<file path="src/design/timer8_cfg.svh">
`ifndef TIMER8_CFG_SVH
`define TIMER8_CFG_SVH

// Register byte offsets on the Avalon-MM bus
`define OFS_CONTROL 5'h00
`define OFS_COUNT 5'h04
`define OFS_COMPARE 5'h08
`define OFS_IRQ_MASK 5'h0C
`define OFS_FLAGS 5'h10
`define OFS_PIN_CTRL 5'h14
`define OFS_STATUS 5'h18

// Control register fields
`define CTL_WAVE_LSB 0
`define CTL_ACTION_LSB 2
`define CTL_CLKSEL_LSB 4
`define CTL_FORCE_BIT 7

// Mask, flag, pin and status bits
`define BIT_OVF 0
`define BIT_CMP 1
`define PIN_DIR_BIT 0
`define PIN_PORT_BIT 1
`define STS_OC_BIT 0
`define STS_DIR_BIT 1

// Counter extremes, reset values and output action codes
`define COUNT_BOTTOM 8'h00
`define COUNT_MAX 8'hFF
`define COUNT_ONE 8'h01
`define RST_BYTE 8'h00
`define CLKSEL_STOP 3'h0
`define ACTION_NONE 2'h0
`define ACTION_TOGGLE 2'h1
`define ACTION_CLEAR 2'h2
`define ACTION_SET 2'h3

`endif

</file>
<file path="src/design/timer8_pkg.sv">
package timer8_pkg;

  typedef enum logic [1:0] {
    mode_normal = 2'b00,
    mode_phase_pwm = 2'b01,
    mode_clear_on_match = 2'b10,
    mode_fast_pwm = 2'b11
  } wave_mode_e;

endpackage : timer8_pkg

</file>
<file path="src/design/timer8_compare.sv">
`timescale 1ns/1ps
`include "timer8_cfg.svh"

// Function
// - Clock source select zero stops all ticks; other values pass ticks.
// - Each tick clears, increments or decrements count as mode demands.
// - CPU reads and writes count anytime; CPU write beats tick update.
// - Only waveform mode shapes counting; output action never does.
// - Count equal to compare sets match flag on that tick.
// - Compare request when flag, enable and global enable; ack clears.
// - Writing one to compare flag bit clears it.
// - Pulse-width modes buffer compare value, loaded only at maximum (0xFF).
// - Buffered modes access the buffer; others access live compare.
// - Force strobe in non-PWM modes applies action, no flag, no reload.
// - Count write blocks compare match for the next tick.
// - Compare output state survives waveform mode changes.
// - Reset clears compare output state to zero.
// - Output action is unbuffered; governs the next match after write.
// - Nonzero action overrides port value; direction from direction bit.
// - Action zero leaves output state unchanged at matches.
// - Non-PWM: set, clear, toggle; PWM: inverted or non-inverted, and fast PWM also toggles at match.
// - Normal mode counts up, wraps 0xFF to 0x00, writes anytime.
// - Overflow flag set as count becomes zero; counting never clears.
// - Overflow interrupt execution clears the overflow flag.
// - Bottom is 0x00, maximum 0xFF; top is maximum or compare.
// - Mode 2 clears counter when it equals compare value.
// - Mode 3 counts bottom to maximum then restarts.
// - Mode 1 counts up to maximum then down to bottom.
module timer8_compare
  import timer8_pkg::*;
(
  input wire logic core_clk,
  input wire logic rst,
  input wire logic [4:0] address,
  input wire logic [3:0] byteenable,
  input wire logic read,
  input wire logic write,
  input wire logic [31:0] writedata,
  output logic [31:0] readdata,
  output logic waitrequest,
  input wire logic timer_tick,
  input wire logic global_irq_enable,
  input wire logic compare_irq_ack,
  input wire logic overflow_irq_ack,
  output logic [2:0] clock_source_select,
  output logic compare_irq_req,
  output logic overflow_irq_req,
  output logic pin_out,
  output logic pin_oe
);

  wave_mode_e waveform_mode_select;
  logic [1:0] output_action_select;
  logic [7:0] count_value;
  logic [7:0] compare_value;
  logic [7:0] compare_buf;
  logic count_up;
  logic match_block;
  logic compare_output;
  logic compare_irq_enable;
  logic overflow_irq_enable;
  logic compare_match_flag;
  logic overflow_flag;
  logic pin_direction_bit;
  logic port_value;

  logic req;
  logic wr_fire;
  logic wr_lane;
  logic tick;
  logic pwm_mode;
  logic match;
  logic at_max;
  logic wr_ctrl;
  logic wr_count;
  logic wr_compare;
  logic wr_flags;
  logic force_hit;
  logic [1:0] oc_action;
  logic [7:0] next_count;
  logic next_up;
  logic next_oc;
  logic [31:0] next_readdata;

  assign req = read | write;
  // A write lands on the edge where waitrequest is sampled low
  assign wr_fire = write & ~waitrequest;
  assign wr_lane = wr_fire & byteenable[0];
  assign wr_ctrl = wr_lane & (address == `OFS_CONTROL);
  assign wr_count = wr_lane & (address == `OFS_COUNT);
  assign wr_compare = wr_lane & (address == `OFS_COMPARE);
  assign wr_flags = wr_lane & (address == `OFS_FLAGS);

  assign tick = timer_tick & (clock_source_select != `CLKSEL_STOP);
  assign pwm_mode = (waveform_mode_select == mode_phase_pwm) |
                    (waveform_mode_select == mode_fast_pwm);
  assign at_max = (count_value == `COUNT_MAX);
  assign match = tick & (count_value == compare_value) & ~match_block;
  assign force_hit = wr_ctrl & writedata[`CTL_FORCE_BIT] & ~pwm_mode;
  // A force takes the action written together with the strobe
  assign oc_action = force_hit ? writedata[`CTL_ACTION_LSB +: 2] :
                     output_action_select;

  // Bus handshake: one wait cycle, then a single-cycle acceptance
  always_ff @(posedge core_clk) begin
    if (rst) begin
      waitrequest <= 1'b1;
    end else begin
      waitrequest <= ~(req & waitrequest);
    end
  end

  always_comb begin
    next_readdata = 32'h0000_0000;
    case (address)
      `OFS_CONTROL: begin
        next_readdata[1:0] = waveform_mode_select;
        next_readdata[3:2] = output_action_select;
        next_readdata[6:4] = clock_source_select;
      end
      `OFS_COUNT: next_readdata[7:0] = count_value;
      `OFS_COMPARE: begin
        next_readdata[7:0] = pwm_mode ? compare_buf : compare_value;
      end
      `OFS_IRQ_MASK: begin
        next_readdata[`BIT_OVF] = overflow_irq_enable;
        next_readdata[`BIT_CMP] = compare_irq_enable;
      end
      `OFS_FLAGS: begin
        next_readdata[`BIT_OVF] = overflow_flag;
        next_readdata[`BIT_CMP] = compare_match_flag;
      end
      `OFS_PIN_CTRL: begin
        next_readdata[`PIN_DIR_BIT] = pin_direction_bit;
        next_readdata[`PIN_PORT_BIT] = port_value;
      end
      `OFS_STATUS: begin
        next_readdata[`STS_OC_BIT] = compare_output;
        next_readdata[`STS_DIR_BIT] = count_up;
      end
      default: next_readdata = 32'h0000_0000;
    endcase
  end

  always_ff @(posedge core_clk) begin
    if (rst) begin
      readdata <= 32'h0000_0000;
    end else if (read & waitrequest) begin
      readdata <= next_readdata;
    end
  end

  // Control register; force strobe is not stored and reads as zero
  always_ff @(posedge core_clk) begin
    if (rst) begin
      waveform_mode_select <= mode_normal;
      output_action_select <= `ACTION_NONE;
      clock_source_select <= `CLKSEL_STOP;
    end else if (wr_ctrl) begin
      waveform_mode_select <= wave_mode_e'(writedata[`CTL_WAVE_LSB +: 2]);
      output_action_select <= writedata[`CTL_ACTION_LSB +: 2];
      clock_source_select <= writedata[`CTL_CLKSEL_LSB +: 3];
    end
  end

  always_ff @(posedge core_clk) begin
    if (rst) begin
      overflow_irq_enable <= 1'b0;
      compare_irq_enable <= 1'b0;
      pin_direction_bit <= 1'b0;
      port_value <= 1'b0;
    end else if (wr_lane) begin
      if (address == `OFS_IRQ_MASK) begin
        overflow_irq_enable <= writedata[`BIT_OVF];
        compare_irq_enable <= writedata[`BIT_CMP];
      end
      if (address == `OFS_PIN_CTRL) begin
        pin_direction_bit <= writedata[`PIN_DIR_BIT];
        port_value <= writedata[`PIN_PORT_BIT];
      end
    end
  end

  // Counting sequence depends on waveform mode only
  always_comb begin
    next_count = count_value;
    next_up = count_up;
    case (waveform_mode_select)
      mode_normal: begin
        next_count = count_value + `COUNT_ONE;
        next_up = 1'b1;
      end
      mode_clear_on_match: begin
        next_up = 1'b1;
        if (count_value == compare_value) begin
          next_count = `COUNT_BOTTOM;
        end else begin
          next_count = count_value + `COUNT_ONE;
        end
      end
      mode_fast_pwm: begin
        next_count = count_value + `COUNT_ONE;
        next_up = 1'b1;
      end
      mode_phase_pwm: begin
        if (count_up) begin
          if (at_max) begin
            next_up = 1'b0;
            next_count = count_value - `COUNT_ONE;
          end else begin
            next_count = count_value + `COUNT_ONE;
          end
        end else begin
          if (count_value == `COUNT_BOTTOM) begin
            next_up = 1'b1;
            next_count = count_value + `COUNT_ONE;
          end else begin
            next_count = count_value - `COUNT_ONE;
          end
        end
      end
      default: begin
        next_count = count_value;
        next_up = count_up;
      end
    endcase
  end

  always_ff @(posedge core_clk) begin
    if (rst) begin
      count_value <= `RST_BYTE;
      count_up <= 1'b1;
    end else if (wr_count) begin
      count_value <= writedata[7:0];
    end else if (tick) begin
      count_value <= next_count;
      count_up <= next_up;
    end
  end

  // Blocks the match in the first tick after a count write
  always_ff @(posedge core_clk) begin
    if (rst) begin
      match_block <= 1'b0;
    end else if (wr_count) begin
      match_block <= 1'b1;
    end else if (tick) begin
      match_block <= 1'b0;
    end
  end

  // Compare buffer and live compare register
  always_ff @(posedge core_clk) begin
    if (rst) begin
      compare_buf <= `RST_BYTE;
    end else if (wr_compare) begin
      compare_buf <= writedata[7:0];
    end
  end

  always_ff @(posedge core_clk) begin
    if (rst) begin
      compare_value <= `RST_BYTE;
    end else if (wr_compare & ~pwm_mode) begin
      compare_value <= writedata[7:0];
    end else if (pwm_mode & tick & at_max) begin
      compare_value <= compare_buf;
    end
  end

  // Compare output state
  always_comb begin
    next_oc = compare_output;
    case (waveform_mode_select)
      mode_normal, mode_clear_on_match: begin
        if (match | force_hit) begin
          case (oc_action)
            `ACTION_TOGGLE: next_oc = ~compare_output;
            `ACTION_CLEAR: next_oc = 1'b0;
            `ACTION_SET: next_oc = 1'b1;
            default: next_oc = compare_output;
          endcase
        end
      end
      mode_fast_pwm: begin
        if (match) begin
          case (output_action_select)
            `ACTION_TOGGLE: next_oc = ~compare_output;
            `ACTION_CLEAR: next_oc = 1'b0;
            `ACTION_SET: next_oc = 1'b1;
            default: next_oc = compare_output;
          endcase
        end else if (tick & at_max) begin
          if (output_action_select == `ACTION_CLEAR) begin
            next_oc = 1'b1;
          end else if (output_action_select == `ACTION_SET) begin
            next_oc = 1'b0;
          end
        end
      end
      mode_phase_pwm: begin
        if (match) begin
          if (output_action_select == `ACTION_CLEAR) begin
            next_oc = ~count_up;
          end else if (output_action_select == `ACTION_SET) begin
            next_oc = count_up;
          end
        end
      end
      default: next_oc = compare_output;
    endcase
  end

  always_ff @(posedge core_clk) begin
    if (rst) begin
      compare_output <= 1'b0;
    end else begin
      compare_output <= next_oc;
    end
  end

  // Flags: hardware set wins over a same-cycle clear
  always_ff @(posedge core_clk) begin
    if (rst) begin
      compare_match_flag <= 1'b0;
    end else if (match) begin
      compare_match_flag <= 1'b1;
    end else if (compare_irq_ack) begin
      compare_match_flag <= 1'b0;
    end else if (wr_flags & writedata[`BIT_CMP]) begin
      compare_match_flag <= 1'b0;
    end
  end

  logic ovf_event;
  always_comb begin
    case (waveform_mode_select)
      mode_phase_pwm: ovf_event = ~count_up & (count_value == `COUNT_ONE);
      default: ovf_event = at_max;
    endcase
  end

  always_ff @(posedge core_clk) begin
    if (rst) begin
      overflow_flag <= 1'b0;
    end else if (tick & ovf_event & ~wr_count) begin
      overflow_flag <= 1'b1;
    end else if (overflow_irq_ack) begin
      overflow_flag <= 1'b0;
    end else if (wr_flags & writedata[`BIT_OVF]) begin
      overflow_flag <= 1'b0;
    end
  end

  always_ff @(posedge core_clk) begin
    if (rst) begin
      compare_irq_req <= 1'b0;
      overflow_irq_req <= 1'b0;
    end else begin
      compare_irq_req <= compare_match_flag & compare_irq_enable &
                         global_irq_enable;
      overflow_irq_req <= overflow_flag & overflow_irq_enable &
                          global_irq_enable;
    end
  end

  // Pin override by compare output
  always_ff @(posedge core_clk) begin
    if (rst) begin
      pin_out <= 1'b0;
      pin_oe <= 1'b0;
    end else begin
      pin_out <= (output_action_select != `ACTION_NONE) ?
                 compare_output : port_value;
      pin_oe <= pin_direction_bit;
    end
  end

endmodule : timer8_compare

</file>
<file path="config.mk">
export PLATFORM = sky130hd
export DESIGN_NAME = timer8_compare
export DESIGN_NICKNAME = d
export VERILOG_FILES = /design/src/design/timer8_pkg.sv /design/src/design/timer8_compare.sv
export VERILOG_INCLUDE_DIRS = /design/src /design/src/design
export SDC_FILE = /design/constraint.sdc
export NUM_CORES = 1
export LEC_CHECK = 0
export ABC_AREA = 0
export BUFFER_PORTS_ARGS = -buffer_cell sky130_fd_sc_hd__buf_2
export CAP_MARGIN = 25
export CORE_AREA = 2 2 84 86
export DETAILED_ROUTE_END_ITERATION = 8
export DIE_AREA = 0 0 86 88
export PLACE_DENSITY = 0.81
export RECOVER_POWER = 100
export SYNTH_ARGS = -nofsm -noshare
export SYNTH_HDL_FRONTEND = slang
export SYNTH_SLANG_ARGS = --single-unit
export TNS_END_PERCENT = 20
</file>
<file path="constraint.sdc">
create_clock -name core_clk -period 7.8 [get_ports core_clk]
set_clock_uncertainty 0.15 [all_clocks]
set_input_delay 0.39 -clock core_clk [delete_from_list [all_inputs] [get_ports core_clk]]
set_output_delay 0.39 -clock core_clk [all_outputs]
set_load 0.01 [all_outputs]
</file>
== After elaboration in Yosys (flattened, before gate mapping) ==
Index checks and enable logic that the tools add are counted.
Storage, ports and cells
  register bits after elaboration: 53
  input port bits: 49
  output and inout port bits: 40
  logic and storage cells: 139
Cells by class
  add/sub/neg operators: 2
  eq/ne operators: 25
  muxes and demuxes: 39
  bitwise operators: 36
  reduce and logical (&&, ||, !) cells: 16
Operator list (number)
  $mux 8: 9
  $and 1x1->1: 26
  $pmux 8 s3: 1
  $mux 1: 21
  $eq 5x5->1 const B: 3
  $pmux 5 s3: 1
  $pmux 2 s7: 1
  $eq 2x2->1 const B: 6
  $eq 5x4->1 const B: 2
  $pmux 1 s3: 3
  $reduce_bool 3->1: 3
  $add 8x1->8 const B: 1
  $eq 8x1->1 const B: 1
  $eq 8x8->1: 1
  $eq 8x8->1 const B: 1
  $logic_not 8->1: 1
  $ne 4x1->1 const B: 2
  $sub 8x1->8 const B: 1
  $not 1->1: 7
  $reduce_and 7->1: 1
  $eq 2x1->1 const B: 3
  $reduce_and 2->1: 3
  $reduce_bool 2->1: 3
  $eq 5x3->1 const B: 1
  11 further kinds: 16

== Longest topological paths before layout ==
  word-level depth: 11
  depth in mapped cells: 11
  depth with buffers taken out: 10

== Worst setup path after synthesis ==
No wires, ideal clock.
  path kind: register -> register
  start point: register waveform_mode_select[1]
  end point: register compare_output
  setup time: 0.119 ns
  arrival time: 2.332 ns
  required time: 7.531 ns
  path slack: 5.199 ns
  cell stages (with the launch flop): 11
  path buffers: 1
  period minus slack after synthesis: 2.601 ns
  cells stage by stage: dfxtp_1 -> inv_1 -> ha_1 -> buf_4 -> nor2_2 -> nand4_1 -> mux2_2 -> ha_1 -> o32ai_1 -> a21oi_1 -> o221a_1
On the way
  cells in the longest elaborated chain, start to end: 9
  elaborated cells on any way between the ends: 24
  those cells by class: 13 x eq/ne; 4 x mux; 4 x bitwise; 3 x reduce/logical
RTL lines
  from (decl): line timer8_compare.sv:52  | wave_mode_e waveform_mode_select;
  from (signal assigned): line timer8_compare.sv:156  | waveform_mode_select <= mode_normal;
  from (signal assigned): line timer8_compare.sv:160  | waveform_mode_select <= wave_mode_e'(writedata[`CTL_WAVE_LSB +: 2]);
  $eq 2x1->1 or $eq 2x2->1 (tied branches): line timer8_compare.sv:95, timer8_compare.sv:274, timer8_compare.sv:96
  $or 1x1->1: line timer8_compare.sv:95  | assign pwm_mode = (waveform_mode_select == mode_phase_pwm) |
  $not 1->1: line timer8_compare.sv:99  | assign force_hit = wr_ctrl & writedata[`CTL_FORCE_BIT] & ~pwm_mode;
  $and 1x1->1: line timer8_compare.sv:99
  $mux 2: line timer8_compare.sv:101  | assign oc_action = force_hit ? writedata[`CTL_ACTION_LSB +: 2] :
  $eq 2x2->1 or $eq 2x1->1 (tied branches): line timer8_compare.sv:277  | case (oc_action)
  $pmux 1 s3: line timer8_compare.sv:277
  $mux 1: line timer8_compare.sv:276  | if (match | force_hit) begin
  $pmux 1 s3: line timer8_compare.sv:274  | case (waveform_mode_select)
  to (signal assigned): line timer8_compare.sv:318  | compare_output <= next_oc;
  to (decl): line timer8_compare.sv:59  | logic compare_output;
Several ways; a longest one is shown, not always the timed one. The select of a mux whose other input is x is not followed.
A chain may end at the register's enable or synchronous reset.

== Worst setup path after layout ==
  start point: register count_value[2]
  end point: register compare_value[0]
On the way
  cells in the longest elaborated chain, start to end: 3
RTL lines
  from (decl): line timer8_compare.sv:54  | logic [7:0] count_value;
  from (signal assigned): line timer8_compare.sv:231  | count_value <= `RST_BYTE;
  from (signal assigned): line timer8_compare.sv:234  | count_value <= writedata[7:0];
  from (signal assigned): line timer8_compare.sv:236  | count_value <= next_count;
  $eq 8x8->1 (no source line)
  $and 1x1->1: line timer8_compare.sv:266  | end else if (pwm_mode & tick & at_max) begin
  $reduce_bool 2->1 (no source line)
  to (signal assigned): line timer8_compare.sv:263  | compare_value <= `RST_BYTE;
  to (signal assigned): line timer8_compare.sv:265  | compare_value <= writedata[7:0];
  to (signal assigned): line timer8_compare.sv:267  | compare_value <= compare_buf;
  to (decl): line timer8_compare.sv:55  | logic [7:0] compare_value;
No other way between the ends.

==> qor.csv <==
metric,value,unit
routed_wl,8785,um
insertedDiodeCount,0,
drtIter0Drc,310,
worst_pin_slew,2225,ps
hold_end,waitrequest,
grt_max_degree,51,
num_rows,30,
fp.dieH,88,um
synth_edf_count,0,
final_cell_mix,"dfxtp_1 (53), nor2_1 (42), nand2_1 (40)",
initial_core_util,53.92,%
finalCritPeriodShare,43.61,%
slew_headroom,-48.34,%
violations,"max-capacitance violations, max-slew violations",
slew_viol_final,61,
path_cells,nand4_1 > or2_1 > nor3_1 > mux2i_1 > a211oi_1,
ir_worst_vdd,0.08388,mV
final_common_cell,dfxtp_1,
cts_tree,built,
clk_latency,300,ps
cp_top_family,simple AND/OR/NAND/NOR gates,
path_buf_inv,0,
nNetsFinal,513,
drt-pass1-iter-count,5,
synthFlopType,dfxtp_1,
gp_congestion,0.8803,
slowest_stage,nor3_1,
routedWlPerCell,16.39,um
clockBufferDepth,2,
hold_viol,0,
whs_path_depth,2,
cts_setup_buffers,0,
cp_data_required_time,7740,ps
grt_pass1_wl,14410,um
dieArea,7568,sq um
coreArea,6644,sq um
startpoint,count_value[2],
min_from,read,
route.vias.total,3209,
ioPinCount,89,
clk_pin_slew,100,ps
dp_hpwl,6458,um
use_met1,32.70,%
cts_max_level,2,
layout-drive-gt1-share,8.553,%
synthArstFlopShare,0,%
cts_buffers,5,
max_stage_delay,1250,ps
ys_types,60,
design_power_total,0.4659,mW
drv_cap,2,
setup_tns,0,ps
synthCells,436,
hold_buffers,0,
track_usage,23.65,%
r2r-start,count_value[2],
antenna_found_initial,0,
yosysWarnings,0,
ctsResizeCount,0,
cts_sinks,53,
worstPathArrival,3340,ps
yosysSeqAreaShare,29.62,%
syn-cell-area,3582,sq um
grt_util_met2,38.20,%
drc,0,
area_delta_synth_final,2.375,%
start_kind,flip-flop,
rsz0062_at_grt,false,
die_w,86,um
grt_pass1_vias,2964,
fmax,294.0,MHz
grt_remaining_overflow,0,
power_density,127.0,nW/um^2
p_leak,1.361,nW
postSynthAreaPerCell,8.216,sq um
reg2regPathDepth,5,
outcome,"finished, violations left",
hold_class,in2reg,
port-buffer-count,37,
top_usage_layer,met2,
crit_fanout,14,
viasPerCell,5.987,
critical_path_class,reg2reg,
synth_seq_cells,53,
endpoint_kind,flip-flop,
cts_root_buffer,clkbuf_8,
global_route.usage.met3,3.959,%
ff2ff_setup_slack,4400,ps
r2r_end,compare_value[0],
setup_viol,0,
ant_nets,0,
fin_crit,3401,ps
logic make-up (layout without fill, tap and decap cells):
logic type                 count (synthesis)  after routing  share of synthesized area [%]
adders and majority gates                  9              9                          3.144
buffers and inverters                     59             56                          10.34
and+or+nand+nor                          171            171                          25.60
other                                      1             24                         0.1047
DFF                                       53             53                          29.62
AOI/OAI and AO/OA                         86             86                          15.68
xor gates and xnor gates                  18             18                          4.401
muxes                                     39             39                          11.11
cell usage after synthesis, drive strengths merged (2+ instances only):
library cell / count / area (sq um)
a211oi: 6 / 45.04
o21ai: 9 / 45.04
ha: 9 / 112.6
nand2b: 4 / 25.02
or2: 3 / 18.77
and2: 2 / 12.51
and4bb: 2 / 25.02
inv: 9 / 33.78
a31oi: 4 / 25.02
xnor2: 6 / 52.55
o211ai: 5 / 37.54
or4: 3 / 22.52
mux2: 3 / 37.53
dfxtp: 53 / 1061
nor2: 42 / 176.4
clkbuf: 8 / 30.03
nand4: 5 / 37.53
a21o: 2 / 15.01
a311oi: 2 / 17.52
mux2i: 36 / 360.4
buf: 41 / 297.8
nor2b: 6 / 37.54
nor4: 4 / 31.28
a22o: 2 / 17.52
a22oi: 9 / 67.56
nor3: 9 / 56.31
or3: 6 / 42.54
nand3: 26 / 130.1
nand2: 40 / 150.1
o22ai: 10 / 62.56
nor3b: 4 / 30.03
and3: 10 / 62.56
a21oi: 26 / 130.1
o311ai: 2 / 17.52
nand3b: 3 / 22.52
xor2: 12 / 105.1
registers in the layout, summed over array words and instances, names as in the netlist:
name	cells
port_value	1
overflow_irq_enable	1
pin_out	1
compare_irq_enable	1
output_action_select	2
overflow_irq_req	1
pin_oe	1
pin_direction_bit	1
match_block	1
compare_value	8
readdata	8
waitrequest	1
compare_buf	8
clock_source_select	3
overflow_flag	1
waveform_mode_select	2
count_value	8
compare_match_flag	1
compare_output	1
count_up	1
compare_irq_req	1
report_power, final:
part	switching (mW)	leakage, nW	internal (mW)
Sequential	0.00132	0.427	0.272
Clock	0.0913	0.0456	0.0643
Combinational	0.0270	0.888	0.0104
Total	0.120	1.36	0.346
metrics by stage:
stage / hold WS [ps] / std cells / worst slack, ps / util (%) / area, sq um
3_5_place_dp: 297.5 / 528 / 4754 / 54.76 / 3638
2_1_floorplan: 305.8 / 459 / 5199 / - / 3669
6_report: 165.8 / 536 / 4399 / 55.20 / 3667
4_1_cts: 162.9 / 536 / 4748 / 56.06 / 3725
5_1_grt: 162.6 / 536 / 4257 / 55.20 / 3667
3_3_place_gp: 290.6 / 528 / 4798 / 54.76 / 3638
metal layers:
layer / wire length, um / share of wire, %
met1: 3911 / 45
met2: 4010 / 46
met3: 728 / 8.3
met4: 134 / 1.5
met5: 0 / 0
final cells by class:
cell class / instances / area [sq um]
inverter: 9 / 33.78
fill: 634 / 2977
sequential: 53 / 1061
clock inverter: 2 / 13.76
timing repair buffer: 39 / 178.9
tap: 80 / 100.1
clock buffer: 6 / 72.57
multi-input combinational: 347 / 2207
how the worst max path moves through the flow:
stage                            end  slack [ps]  cells past startpoint
finish              compare_value[0]        4400                      5
detailed placement    compare_output        4750                     10
CTS                   compare_output        4750                     10
global placement      compare_output        4800                      9
floorplan             compare_output        5200                     10
global route        compare_value[0]        4260                      5
No activity file was read; power rests on OpenSTA's default activity.
